`src/hw/scx_pkg.sv`:
```
// Shared constants and types of the segment expander core.
// Assumes a single 200 MHz clock; all times below are turned into cycles.
package scx_pkg;
    // Lane order: data 0..15, parity 16..17, then the control signals.
    localparam int NL = 27;
    localparam int L_REQ = 18;
    localparam int L_ACK = 19;
    localparam int L_BSY = 20;
    localparam int L_SEL = 21;
    localparam int L_RST = 22;
    localparam int L_CD = 23;
    localparam int L_IO = 24;
    localparam int L_MSG = 25;
    localparam int L_ATN = 26;
    // Lanes that are driven deasserted instead of released to terminators.
    localparam logic [NL-1:0] ACT_NEG_MASK = 27'h00FFFFF;

    localparam int CLK_MHZ = 200;
    localparam int MAX_RATE_MBS = 40;
    localparam int DLY_W = 8;
    localparam int HOLD_NS = 10;
    localparam int BSY_BIG_NS = 400;
    localparam int NEG_NS = 10;
    localparam int REC_NS = 10;
    localparam int HOLD_CYC = (HOLD_NS * CLK_MHZ + 999) / 1000;
    localparam int BSY_BIG_CYC = (BSY_BIG_NS * CLK_MHZ + 999) / 1000;
    localparam int NEG_CYC = (NEG_NS * CLK_MHZ + 999) / 1000;
    localparam int REC_CYC = (REC_NS * CLK_MHZ + 999) / 1000;
    localparam logic [DLY_W-1:0] SETUP_DLY_RST = 8'h04;

    localparam int QUAL_MS = 100;
    localparam int RST_PULSE_US = 25;
    localparam int CAL_PERIOD_US = 1000;
    localparam int QUAL_CYC = QUAL_MS * 1000 * CLK_MHZ;
    localparam int RST_PULSE_CYC = RST_PULSE_US * CLK_MHZ;
    localparam int CAL_CYC = CAL_PERIOD_US * CLK_MHZ;

    typedef enum logic [3:0] {
        LN_IDLE = 4'b0001,
        LN_FWD = 4'b0010,
        LN_NEG = 4'b0100,
        LN_REC = 4'b1000
    } scx_lane_st_t;

    typedef enum logic [4:0] {
        PH_IDLE = 5'b00001,
        PH_ARB = 5'b00010,
        PH_SEL = 5'b00100,
        PH_INFO = 5'b01000,
        PH_RST = 5'b10000
    } scx_phase_t;
endpackage : scx_pkg

```
`src/hw/scx_lane.sv`:
```
// One bidirectional signal lane between the A and B segments.
// Assumes pin levels are already synchronous and read 1 when asserted.
`timescale 1ns/1ps
module scx_lane #(
    parameter bit ACT_NEG = 1'b1
) (
    input wire logic clk,
    input wire logic rst_n,
    input wire logic a_in,
    input wire logic b_in,
    input wire logic en_ab,
    input wire logic en_ba,
    input wire logic [scx_pkg::DLY_W-1:0] lead_dly,
    input wire logic [scx_pkg::DLY_W-1:0] hold_min,
    output logic a_out,
    output logic a_oe,
    output logic b_out,
    output logic b_oe,
    output logic src_a
);
    import scx_pkg::*;

    scx_lane_st_t st_r, st_nxt;
    logic dir_a_r, dir_a_nxt;
    logic [DLY_W:0] cnt_r, cnt_nxt;
    logic a_q_r, b_q_r;
    logic out_r, out_nxt;
    logic oe_r, oe_nxt;
    logic a_ok, b_ok, src_lvl;
    logic [DLY_W:0] lead_x, done_x;

    // Two agreeing samples are needed; one-cycle spikes never pass.
    assign a_ok = a_in & a_q_r;
    assign b_ok = b_in & b_q_r;
    assign src_lvl = dir_a_r ? a_in : b_in;
    assign lead_x = {1'b0, lead_dly};
    assign done_x = lead_x + {1'b0, hold_min};

    always_comb begin
        st_nxt = st_r;
        dir_a_nxt = dir_a_r;
        cnt_nxt = cnt_r;
        case (st_r)
            LN_IDLE: begin
                cnt_nxt = '0;
                if (a_ok && en_ab) begin
                    st_nxt = LN_FWD;
                    dir_a_nxt = 1'b1;
                end else if (b_ok && en_ba) begin
                    st_nxt = LN_FWD;
                    dir_a_nxt = 1'b0;
                end
            end
            LN_FWD: begin
                if (cnt_r != {(DLY_W+1){1'b1}}) begin
                    cnt_nxt = cnt_r + 1'b1;
                end
                // The far side is ours, so only the source pin is read.
                if (!src_lvl && cnt_r >= done_x) begin
                    st_nxt = ACT_NEG ? LN_NEG : LN_REC;
                    cnt_nxt = '0;
                end
            end
            LN_NEG: begin
                cnt_nxt = cnt_r + 1'b1;
                if (cnt_r == (DLY_W+1)'(NEG_CYC - 1)) begin
                    st_nxt = LN_REC;
                    cnt_nxt = '0;
                end
            end
            LN_REC: begin
                cnt_nxt = cnt_r + 1'b1;
                if (cnt_r == (DLY_W+1)'(REC_CYC - 1)) begin
                    st_nxt = LN_IDLE;
                    cnt_nxt = '0;
                end
            end
            default: begin
                st_nxt = LN_IDLE;
                cnt_nxt = '0;
            end
        endcase
        // Assertion edge is moved by lead_dly to give the load setup time.
        oe_nxt = (st_nxt == LN_FWD) || (st_nxt == LN_NEG);
        out_nxt = (st_nxt == LN_FWD) && (cnt_nxt >= lead_x);
    end

    always_ff @(posedge clk or negedge rst_n) begin
        if (!rst_n) begin
            st_r <= LN_IDLE;
            dir_a_r <= 1'b0;
            cnt_r <= '0;
            a_q_r <= 1'b0;
            b_q_r <= 1'b0;
            out_r <= 1'b0;
            oe_r <= 1'b0;
        end else begin
            st_r <= st_nxt;
            dir_a_r <= dir_a_nxt;
            cnt_r <= cnt_nxt;
            a_q_r <= a_in;
            b_q_r <= b_in;
            out_r <= out_nxt;
            oe_r <= oe_nxt;
        end
    end

    // Only the load side is ever enabled.
    assign b_out = out_r & dir_a_r;
    assign b_oe = oe_r & dir_a_r;
    assign a_out = out_r & ~dir_a_r;
    assign a_oe = oe_r & ~dir_a_r;
    assign src_a = dir_a_r;
endmodule : scx_lane

```
`src/hw/scx_core.sv`:
```
// Top of the two-segment repeater: 27 signal lanes, phase tracking,
// sense-line qualification, A-side reset injection and delay calibration.
// Assumes pins are pre-synchronised and read 1 when a signal is asserted.
`timescale 1ns/1ps
module scx_core #(
    parameter int QUAL_CYCLES = scx_pkg::QUAL_CYC,
    parameter int RST_CYCLES = scx_pkg::RST_PULSE_CYC,
    parameter int CAL_CYCLES = scx_pkg::CAL_CYC
) (
    input wire logic clk,
    input wire logic rst_n,
    input wire logic [scx_pkg::NL-1:0] a_in,
    input wire logic [scx_pkg::NL-1:0] b_in,
    input wire logic b_diffsens_lvd,
    input wire logic [scx_pkg::DLY_W-1:0] delay_trim,
    output logic [scx_pkg::NL-1:0] a_out,
    output logic [scx_pkg::NL-1:0] a_oe,
    output logic [scx_pkg::NL-1:0] b_out,
    output logic [scx_pkg::NL-1:0] b_oe,
    output logic b_lvd_mode
);
    import scx_pkg::*;

    // There is no register port: behaviour follows bus signals and the delay_trim input.

    logic ds_s1_r, ds_s2_r;
    logic mode_r, mode_nxt;
    logic [31:0] qual_cnt_r, qual_cnt_nxt;
    logic chg;
    logic [31:0] inj_cnt_r, inj_cnt_nxt;
    logic inj;
    logic [31:0] cal_cnt_r, cal_cnt_nxt;
    logic cal_tick;
    logic [DLY_W-1:0] setup_dly_r, setup_dly_nxt;
    scx_phase_t ph_r, ph_nxt;
    logic init_a_r, init_a_nxt;

    logic [NL-1:0] bus_v, en_ab, en_ba, lane_a_in, src_a;
    logic [NL-1:0] la_out, la_oe;
    logic [DLY_W-1:0] lead [NL];
    logic [DLY_W-1:0] hold [NL];
    logic data_clk;

    // Sense line crossing: stage one feeds stage two only.
    always_ff @(posedge clk or negedge rst_n) begin
        if (!rst_n) begin
            ds_s1_r <= 1'b0;
            ds_s2_r <= 1'b0;
        end else begin
            ds_s1_r <= b_diffsens_lvd;
            ds_s2_r <= ds_s1_r;
        end
    end

    // A level that differs from the current mode must stay for the full
    // qualification time; any return to the old level restarts the count.
    always_comb begin
        mode_nxt = mode_r;
        qual_cnt_nxt = '0;
        chg = 1'b0;
        if (ds_s2_r != mode_r) begin
            if (qual_cnt_r == 32'(QUAL_CYCLES - 1)) begin
                mode_nxt = ds_s2_r;
                chg = 1'b1;
            end else begin
                qual_cnt_nxt = qual_cnt_r + 32'h1;
            end
        end
    end

    always_ff @(posedge clk or negedge rst_n) begin
        if (!rst_n) begin
            mode_r <= 1'b0;
            qual_cnt_r <= '0;
        end else begin
            mode_r <= mode_nxt;
            qual_cnt_r <= qual_cnt_nxt;
        end
    end

    assign b_lvd_mode = mode_r;

    // Reset pulse on the A segment after a qualified mode change.
    always_comb begin
        inj_cnt_nxt = inj_cnt_r;
        if (chg) begin
            inj_cnt_nxt = 32'(RST_CYCLES);
        end else if (inj_cnt_r != '0) begin
            inj_cnt_nxt = inj_cnt_r - 32'h1;
        end
    end

    always_ff @(posedge clk or negedge rst_n) begin
        if (!rst_n) begin
            inj_cnt_r <= '0;
        end else begin
            inj_cnt_r <= inj_cnt_nxt;
        end
    end

    assign inj = (inj_cnt_r != '0);

    // Delay calibration: the trim value is sampled only on the periodic
    // tick, so a setting stays fixed for a whole calibration period.
    always_comb begin
        cal_tick = (cal_cnt_r == 32'(CAL_CYCLES - 1));
        cal_cnt_nxt = cal_tick ? '0 : cal_cnt_r + 32'h1;
        setup_dly_nxt = cal_tick ? delay_trim : setup_dly_r;
    end

    always_ff @(posedge clk or negedge rst_n) begin
        if (!rst_n) begin
            cal_cnt_r <= '0;
            setup_dly_r <= SETUP_DLY_RST;
        end else begin
            cal_cnt_r <= cal_cnt_nxt;
            setup_dly_r <= setup_dly_nxt;
        end
    end

    // Bus phase tracking on the wire levels of both segments.
    assign bus_v = a_in | b_in;

    always_comb begin
        ph_nxt = ph_r;
        init_a_nxt = init_a_r;
        if (bus_v[L_RST]) begin
            ph_nxt = PH_RST;
        end else begin
            case (ph_r)
                PH_IDLE: begin
                    if (bus_v[L_SEL]) begin
                        ph_nxt = PH_SEL;
                    end else if (bus_v[L_BSY]) begin
                        ph_nxt = PH_ARB;
                    end
                end
                PH_ARB: begin
                    if (bus_v[L_SEL]) begin
                        ph_nxt = PH_SEL;
                    end else if (!bus_v[L_BSY]) begin
                        ph_nxt = PH_IDLE;
                    end
                end
                PH_SEL: begin
                    if (!bus_v[L_SEL]) begin
                        ph_nxt = bus_v[L_BSY] ? PH_INFO : PH_IDLE;
                    end
                end
                PH_INFO: begin
                    if (!bus_v[L_BSY]) begin
                        ph_nxt = PH_IDLE;
                    end
                end
                PH_RST: begin
                    ph_nxt = PH_IDLE;
                end
                default: begin
                    ph_nxt = PH_IDLE;
                end
            endcase
        end
        // The side that drove SEL holds the initiator.
        if (ph_r == PH_SEL && src_a[L_SEL] != init_a_r) begin
            init_a_nxt = src_a[L_SEL];
        end
    end

    always_ff @(posedge clk or negedge rst_n) begin
        if (!rst_n) begin
            ph_r <= PH_IDLE;
            init_a_r <= 1'b1;
        end else begin
            ph_r <= ph_nxt;
            init_a_r <= init_a_nxt;
        end
    end

    assign data_clk = (ph_r == PH_INFO) && !bus_v[L_CD] && !bus_v[L_MSG];

    // Per-lane handling derived from the phase.
    always_comb begin
        en_ab = '1;
        en_ba = '1;
        for (int i = 0; i < NL; i++) begin
            lead[i] = '0;
            hold[i] = DLY_W'(HOLD_CYC);
        end
        if (ph_r == PH_INFO) begin
            en_ab[L_REQ] = !init_a_r;
            en_ba[L_REQ] = init_a_r;
            en_ab[L_ACK] = init_a_r;
            en_ba[L_ACK] = !init_a_r;
            for (int i = 0; i < L_REQ; i++) begin
                en_ab[i] = bus_v[L_IO] ? !init_a_r : init_a_r;
                en_ba[i] = bus_v[L_IO] ? init_a_r : !init_a_r;
            end
        end
        if (data_clk) begin
            lead[L_REQ] = setup_dly_r;
            lead[L_ACK] = setup_dly_r;
        end
        // Wide filter while BSY and SEL may change sides.
        if (ph_r == PH_SEL || ph_r == PH_ARB) begin
            hold[L_BSY] = DLY_W'(BSY_BIG_CYC);
        end
    end

    // Our own A reset must not be read back as an A-side source.
    always_comb begin
        lane_a_in = a_in;
        lane_a_in[L_RST] = a_in[L_RST] & ~inj;
    end

    generate
        for (genvar g = 0; g < NL; g++) begin : g_lane
            scx_lane #(
                .ACT_NEG(ACT_NEG_MASK[g])
            ) u_lane (
                .clk(clk),
                .rst_n(rst_n),
                .a_in(lane_a_in[g]),
                .b_in(b_in[g]),
                .en_ab(en_ab[g]),
                .en_ba(en_ba[g]),
                .lead_dly(lead[g]),
                .hold_min(hold[g]),
                .a_out(la_out[g]),
                .a_oe(la_oe[g]),
                .b_out(b_out[g]),
                .b_oe(b_oe[g]),
                .src_a(src_a[g])
            );
        end
    endgenerate

    // The generated reset joins the normal A-side reset driver.
    assign a_out = la_out | (NL'(inj) << L_RST);
    assign a_oe = la_oe | (NL'(inj) << L_RST);

    a_mode_qual: assert property (@(posedge clk) disable iff (!rst_n)
        $changed(mode_r) |-> $past(qual_cnt_r) == 32'(QUAL_CYCLES - 1)
        && $past(ds_s2_r) == mode_r)
        else $error("mode changed before qualification");

    a_qual_restart: assert property (@(posedge clk) disable iff (!rst_n)
        ds_s2_r == mode_r |=> qual_cnt_r == '0)
        else $error("qualify counter not restarted");

    a_inj_start: assert property (@(posedge clk) disable iff (!rst_n)
        chg |=> a_oe[L_RST] && a_out[L_RST] && inj)
        else $error("no A reset after mode change");

    a_no_echo: assert property (@(posedge clk) disable iff (!rst_n)
        inj [*8] |-> !b_out[L_RST])
        else $error("generated reset echoed to B");

    a_one_side: assert property (@(posedge clk) disable iff (!rst_n)
        (la_oe & b_oe) == '0)
        else $error("both sides driven on one lane");

    a_reset_idle: assert property (@(posedge clk)
        $rose(rst_n) |-> a_oe == '0 && b_oe == '0 && ph_r == PH_IDLE)
        else $error("outputs active after reset");

    a_cal_load: assert property (@(posedge clk) disable iff (!rst_n)
        cal_tick |=> setup_dly_r == $past(delay_trim))
        else $error("delay setting not refreshed");

    a_neg_drive: assert property (@(posedge clk) disable iff (!rst_n)
        $fell(b_out[0]) && $past(b_oe[0]) |-> b_oe[0])
        else $error("data released instead of negated");

    a_glitch_fwd: assert property (@(posedge clk) disable iff (!rst_n)
        $rose(b_oe[0]) |-> $past(a_in[0], 1) && $past(a_in[0], 2))
        else $error("single sample forwarded");

    c_mode_change: cover property (@(posedge clk) disable iff (!rst_n)
        chg);
    c_info_b_init: cover property (@(posedge clk) disable iff (!rst_n)
        ph_r == PH_INFO && !init_a_r);
    c_data_clk: cover property (@(posedge clk) disable iff (!rst_n)
        data_clk && b_oe[L_ACK]);
endmodule : scx_core

```
`config.mk`:
```
export PLATFORM = sky130hd
export DESIGN_NAME = scx_core
export DESIGN_NICKNAME = d
export VERILOG_FILES = /design/src/hw/scx_pkg.sv /design/src/hw/scx_lane.sv /design/src/hw/scx_core.sv
export SDC_FILE = /design/constraint.sdc
export NUM_CORES = 1
export LEC_CHECK = 0
export CAP_MARGIN = 20
export CORE_MARGIN = 1
export CORE_UTILIZATION = 50
export CTS_CLUSTER_DIAMETER = 200
export CTS_CLUSTER_SIZE = 8
export DETAILED_ROUTE_END_ITERATION = 12
export DONT_BUFFER_PORTS = 1
export PLACE_DENSITY = 0.7
export RECOVER_POWER = 100
export SETUP_SLACK_MARGIN = 0.3
export SYNTH_ARGS = -nofsm -noshare
export SYNTH_HDL_FRONTEND = slang
export SYNTH_SLANG_ARGS = --single-unit
```
`constraint.sdc`:
```
create_clock -name clk -period 11.8 [get_ports clk]
set_clock_uncertainty 0.05 [all_clocks]
set_input_delay 0.59 -clock clk [delete_from_list [all_inputs] [get_ports clk]]
set_output_delay 0.59 -clock clk [all_outputs]
set_load 0.01 [all_outputs]
```
# After elaboration in Yosys (flattened, before gate mapping)
# Cells that the tools add are included.
[op_classes]
n_addsub = 32
magnitude_cmp = 54
eq_ne = 226
mux = 372
n_bitwise = 194
reduce_logical = 240
[ops]
columns = ["cell", "count"]
rows = [
  ["9-bit two-way mux", 81],
  ["4-bit two-way mux", 136],
  ["9-bit one-hot mux with 2 select lines", 27],
  ["4-bit one-hot mux with 4 select lines", 27],
  ["9-bit by 1-bit adder with 9-bit output (second input constant)", 27],
  ["9-bit by 1-bit equality test with 1-bit output (second input constant)", 27],
  ["9-bit inequality test (second input constant)", 27],
  ["9-bit by 1-bit >= comparator with 1-bit output (second input constant)", 25],
  ["4-bit by 2-bit equality test with 1-bit output (second input constant)", 54],
  ["4-bit by 3-bit equality test with 1-bit output (second input constant)", 54],
  ["9-bit by 2-bit >= comparator with 1-bit output (second input constant)", 24],
  ["1-bit bitwise AND", 163],
  ["32-bit two-way mux", 5],
  ["4-bit by 1-bit equality test with 1-bit output (second input constant)", 27],
  ["4-bit equality test (second input constant)", 27],
  ["1-bit logical AND", 97],
  ["1-bit two-way mux", 85],
  ["32-bit by 1-bit adder with 32-bit output (second input constant)", 2],
  ["2-bit AND reduction", 29],
  ["2-bit nonzero test", 28],
  ["27-bit by 23-bit bitwise OR with 27-bit output", 2],
  ["2-bit OR reduction", 27],
  ["20-bit two-way mux", 2],
  ["32-bit by 18-bit equality test with 1-bit output (second input constant)", 1],
  ["other kinds (22)", 114],
]
[word_totals]
register_bits = 599
output_inout_bits = 109
wordCells = 1316

# Depth between registers and ports, before layout
[depth]
word_depth = 12
mapped_depth = 25
ltp_nobuf = 23

# Cells and area by module
# Synthesis repeated with hierarchy kept, for this count alone.
[unflattened]
cells_unflattened = 5690
hier_area_um2 = 51798.4
[modules_own_cells]
columns = ["module", "instances", "cells_each", "area_each_um2", "seq_area_each_um2"]
rows = [
  ["scx_lane (g_lane[20].u_lane ...)", 7, 188, 1679.1, 451.7],
  ["scx_lane (g_lane[11].u_lane ...)", 7, 183, 1660.3, 451.7],
  ["scx_lane (g_lane[0].u_lane ...)", 6, 191, 1756.7, 451.7],
  ["scx_lane (g_lane[4].u_lane ...)", 4, 186, 1659.1, 451.7],
  ["scx_core", 1, 638, 6132.1, 2831.5],
  ["scx_lane (g_lane[9].u_lane)", 1, 190, 1741.7, 451.7],
  ["scx_lane (g_lane[8].u_lane)", 1, 188, 1694.1, 451.7],
  ["scx_lane (g_lane[15].u_lane)", 1, 187, 1677.9, 451.7],
]

# Least setup slack after synthesis
# Ideal clock, no wire load.
[synth_path]
path_kind = "input-to-reg"
start = "input port b_in[23] (netlist bit)"
end = "register g_lane[18].u_lane.out_r"
setup_ns = 0.143
arrival_time_ns = 5.411
required_time_ns = 11.607
path_slack_ns = 6.196
stages = 23
n_path_buf = 1
cell_sequence = "or4_1 > nor3_2 > clkbuf_1 > and2_1 > ha_1 > nand3_1 > xnor2_1 > nand2_1 > ha_1 > a21oi_1 > o31ai_1 > maj3_1 > a21oi_1 > nand2_1 > o22a_1 > ha_1 > nand2b_1 > a21o_1 > a21o_1 > a211oi_1 > o21ai_0 > a2111oi_0 > o22ai_1"
[synth_via]
elab_chain_cells = 12
elab_cells_between_ends = 15
[synth_rtl]
columns = ["element", "line_no", "rtl"]
rows = [
  ["from (decl)", "scx_core.sv:13", "input wire logic [scx_pkg::NL-1:0] b_in,"],
  ["26-bit bitwise OR *", "scx_core.sv:122", "assign bus_v = a_in | b_in;"],
  ["1-bit logical NOT *", "scx_core.sv:179", "assign data_clk = (ph_r == PH_INFO) && !bus_v[L_CD] && !bus_v[L_MSG];"],
  ["1-bit logical AND * (2 in series)", "scx_core.sv:179", ""],
  ["16-bit two-way mux *", "scx_core.sv:199", "if (data_clk) begin"],
  ["8-bit by 2-bit adder with 9-bit output", "scx_lane.sv:37", "assign done_x = lead_x + {1'b0, hold_min};"],
  ["9-bit >= comparator", "scx_lane.sv:59", "if (!src_lvl && cnt_r >= done_x) begin"],
  ["1-bit logical AND", "scx_lane.sv:59", ""],
  ["9-bit two-way mux or 4-bit two-way mux (tied branches)", "scx_lane.sv:59", ""],
  ["9-bit one-hot mux with 2 select lines or 4-bit one-hot mux with 4 select lines (tied branches)", "scx_lane.sv:43", "case (st_r)"],
  ["9-bit by 8-bit >= comparator with 1-bit output or 4-bit by 2-bit equality test with 1-bit output (tied branches)", "scx_lane.sv:85", "out_nxt = (st_nxt == LN_FWD) && (cnt_nxt >= lead_x);"],
  ["1-bit logical AND *", "scx_lane.sv:85", ""],
  ["via g_lane[18].u_lane.out_nxt", "scx_lane.sv:27", "logic out_r, out_nxt;"],
  ["to (signal assigned)", "scx_lane.sv:103", "out_r <= out_nxt;"],
  ["to (decl)", "scx_lane.sv:27", ""],
]
# Mark *: on every way through the listed nets, which the timed path passes. The rest lies on a longest branch.
# A chain may end at the register's enable or synchronous reset.

# Worst setup path in the final report
[layout_path]
start = "register ph_r[1]"
end = "register g_lane[18].u_lane.out_r"
[layout_via]
elab_chain_cells = 11
elab_cells_between_ends = 20
[layout_rtl]
columns = ["element", "line_no", "rtl"]
rows = [
  ["from (decl)", "scx_core.sv:35", "scx_phase_t ph_r, ph_nxt;"],
  ["from (signal assigned)", "scx_core.sv:174", "ph_r <= ph_nxt;"],
  ["5-bit by 4-bit equality test with 1-bit output", "scx_core.sv:179", ""],
  ["1-bit logical AND (2 in series)", "scx_core.sv:179", ""],
  ["16-bit two-way mux", "scx_core.sv:199", ""],
  ["8-bit by 2-bit adder with 9-bit output", "scx_lane.sv:37", ""],
  ["9-bit >= comparator", "scx_lane.sv:59", ""],
  ["1-bit logical AND", "scx_lane.sv:59", ""],
  ["9-bit two-way mux", "scx_lane.sv:59", ""],
  ["9-bit one-hot mux with 2 select lines", "scx_lane.sv:43", ""],
  ["via g_lane[18].u_lane.cnt_nxt[1]", "scx_lane.sv:25", "logic [DLY_W:0] cnt_r, cnt_nxt;"],
  ["9-bit by 8-bit >= comparator with 1-bit output", "scx_lane.sv:85", ""],
  ["1-bit logical AND", "scx_lane.sv:85", ""],
  ["via g_lane[18].u_lane.out_nxt", "scx_lane.sv:27", ""],
]
# The timed path passes the listed nets, and every way through them passes these cells.

==> results_dict.tcl <==
set metrics [dict create \
    violations "hold timing, capacitance limit, slew limit" \
    p_per_area_mw_per_mm2 164 \
    hold_class "in2async" \
    synth_area_per_cell_um2 9.19 \
    worstMarginPinSlew_ns 3.77 \
    htreeDepth 3 \
    grt_overflow 0 \
    synth_top_area_share_pct 43.4 \
    grt_pass1_vias 23069 \
    post_cts_resized 0 \
    wl_met3_mm 2.46 \
    cts_setup_buffers 0 \
    netSwitchingFraction_pct 30.1 \
    critPathLaunch "ph_r[1]" \
    cp_top_family "simple AND/OR/NAND/NOR gates" \
    syn2layout_area_growth_pct 8.39 \
    cap_viol_max_count 2 \
    finalWirelength_mm 65.6 \
    syn-num-nets 3774 \
    dp_cells 4222 \
    timing.fmax_mhz 140 \
    final_common_cell "dfrtp_1" \
    ioPinCount 174 \
    numCtsBuffers 84 \
    rsz0062_at_grt "no" \
    muxShareOfSynthArea_pct 1.53 \
    synth_top_family_by_area "simple AND/OR/NAND/NOR gates" \
    clk_pin_slew_ns 0.05 \
    cp_slowest_cell "nor3_1" \
    dr_wl_met2_mm 29.9 \
    nets 3716 \
    drc 0 \
    vias 24508 \
    cts_root_buf "clkbuf_16" \
    grt_start_max_net_pins 600 \
    synth_xor_area_share_pct 5.48 \
    drt-met1-wl_mm 31.5 \
    cts_sinks 599 \
    hold_viol 175 \
    port_buffers 0 \
    cp_common_cell "ha_1" \
    synth.area.top_cells "dfrtp_1 43%, ha_1 5.5%, nor2_1 5.2%, nand2_1 4.2%, xor2_1 3.3%" \
    synth-simple-area-share_pct 25.8 \
    dr.first_iter.drc_count 1375 \
    ys.flop_type "dfrtp_1" \
    coreArea_mm2 0.0646 \
    cpPeakStageDelay_ns 1.08 \
    row_count 93 \
    critPathArrivalTime_ns 7.54 \
    clockBufferDepth 3 \
    path_cells "or4b_1 > nor3_1 > nand2_1 > inv_1 > ha_1 > nand3_1 > xnor2_1 > nand2_1 > ha_1 > a21oi_1 > o31ai_1 > maj3_1 > o2111ai_1 > nand3_1 > o22ai_1 > ha_1 > a21o_1 > a21o_1 > a211oi_1 > o21ai_0 > a2111oi_0 > o22ai_1" \
    reg2reg_depth 22 \
    min_period_ns 7.12 \
    finalSetupViolations 0 \
    endpoint_kind "flip-flop" \
    postRouteAntennaNets 0 \
    synth-seq-cells 599 \
    final_cell_mix "569 x dfrtp_1, 451 x nor2_1, 371 x nand2_1, 152 x o21ai_0, 149 x nor3_1" \
    timing.rr.end "g_lane[18].u_lane.out_r" \
    p_comb_share_pct 17.3 \
    setup_tns_ns 0 \
    dieArea_mm2 0.0666 \
    yosysTopAreaCell "dfrtp_1" \
    clk_latency_ns 0.61 \
    cp-start-kind "flip-flop" \
    antenna_found_initial 1 \
    grt_util_all_layers_pct 19.9 \
    hold_buffers 54 \
    status "finished with violations" \
    fin_crit_sh_pct 60.3 \
    seqPwrFrac_pct 45.2 \
    path_buf_inv 1 \
    total_switching_power_mw 1.75 \
    syn_inst 3565 \
    regToRegStartpoint "ph_r[1]" \
    p_leak_nw 15.3 \
    synth_compound_area_share_pct 10.9 \
    synth_cell_types 82 \
    dpl.hpwl_mm 42.4 \
    routed_via_density 5.56 \
    die_y_um 258 \
    fin_cells 4406 \
    ir_worst_vdd_uv 119 \
    synth-edff-count 0 \
    gp_congestion 0.864 \
    wl_per_cell_um 14.9 \
    ys_seq_area_share_pct 45.8 \
    cp-endpoint "g_lane[18].u_lane.out_r" \
    intPower_mw 4.07 \
    regToRegSetupSlack_ns 4.68 \
    start_util_pct 50.8 \
    worstPathMaxFanout 13 \
    cp.depth 22 \
    nFillCells 5707 \
    routed.top_layer "met4" \
    crit_required_ns 12.22 \
    critPathKind "reg2reg" \
    clkPwrFrac_pct 37.5 \
    async_flop_share_pct 100 \
    register_area_mm2 0.0150 \
    slew_viol_final 492 \
    cts_tree "yes" \
    grt_pass1_wl_mm 112 \
    hold_ws_ns -0.345 \
    drive_above_1_share_pct 4.90 \
    antenna_cells 0 \
    maxSlewHeadroom_pct -151 \
    multi_input_area_mm2 0.0161 \
    netlist_area_mm2 0.0328 \
    die_w_um 258 \
    drt_pass1_iterations 5 \
    synth_warnings 0 \
    synth_adder_area_share_pct 5.56 \
]
-- area by class of cell --
class,instances,area share (%)
inverter,120,1.27
multi-input combinational,2644,45.3
timing repair buffer,58,1.57
sequential,599,42.3
tap,855,3.01
clock buffer,129,6.51
clock inverter,1,0.0458
-- cells by family (layout without fill, tap and decap cells) --
family                     after synthesis  count (layout)
AOI/OAI and AO/OA                      561             561
xor gates and xnor gates               205             205
adders and majority gates              146             146
buffers and inverters                  322             308
DFF                                    599             599
muxes                                   46              46
and+or+nand+nor                       1686            1686
-- Yosys cell counts (14+ instances only) --
master,instances
a211oi_1,16
a21oi_1,148
a22o_1,19
a311oi_1,14
a31oi_1,49
and2_1,65
and3_1,60
and4b_1,19
buf_4,106
clkbuf_1,86
dfrtp_1,569
dfstp_2,30
ha_1,144
inv_1,120
mux2_2,33
nand2_1,371
nand2b_1,47
nand3_1,125
nand4_1,66
nand4b_1,20
nor2_1,451
nor2b_1,105
nor3_1,148
nor4_1,64
o21ai_0,138
o21ai_1,17
o22a_1,23
o31ai_1,32
o32a_1,15
or3_1,61
xnor2_1,82
xor2_1,123
-- through the flow --
stage	worst slack, ns	hold WS, ns	power (mW)	instance area [um^2]	util (%)
6_report	4.68	-0.345	5.83	35500	55.0
2_1_floorplan	6.20	0.244	3.57	32800	-
5_1_grt	4.04	-0.390	6.16	35500	55.0
3_3_place_gp	5.28	0.269	3.64	32700	50.7
3_5_place_dp	5.17	0.271	3.66	32700	50.7
4_1_cts	5.42	-0.399	5.91	35600	55.1
-- state kept, by name, indices dropped and copies added, names as in the netlist --
name / cells
g_lane.u_lane.a_q_r: 27
ds_s1_r: 1
g_lane.u_lane.cnt_r: 243
init_a_r: 1
qual_cnt_r: 32
inj_cnt_r: 32
ds_s2_r: 1
b_lvd_mode: 1
ph_r: 5
g_lane.u_lane.b_q_r: 27
g_lane.u_lane.out_r: 27
g_lane.u_lane.src_a: 27
cal_cnt_r: 32
setup_dly_r: 8
g_lane.u_lane.st_r: 108
g_lane.u_lane.oe_r: 27
-- power by group through the flow --
| stage | registers [mW] | clock network [mW] | logic [mW] |
|---|---|---|---|
| after floorplan | 2.51 | 0 | 1.07 |
| after CTS | 2.63 | 2.25 | 1.03 |
| final | 2.63 | 2.18 | 1.01 |
| after global routing | 2.68 | 2.34 | 1.15 |
| after detailed placement | 2.66 | 0 | 1.00 |
| after global placement | 2.66 | 0 | 0.987 |
-- layer usage --
layer  global-route usage (%)  up-vias
li1                         -    12294
met1                     27.8    11737
met2                     31.4      373
met3                     3.53      104
met4                     6.21        0
met5                        0        -
-- worst min-delay path by stage --
stage | from | endpoint | slack, ns
finish | rst_n | g_lane[18].u_lane.cnt_r[2] | -0.35
global route | rst_n | g_lane[18].u_lane.cnt_r[5] | -0.39
CTS | rst_n | g_lane[22].u_lane.st_r[1] | -0.40
detailed placement | rst_n | g_lane[22].u_lane.st_r[1] | 0.27
global placement | rst_n | g_lane[18].u_lane.cnt_r[3] | 0.27
floorplan | rst_n | b_lvd_mode | 0.24
Note: power is estimated with default switching activity, not from simulation.
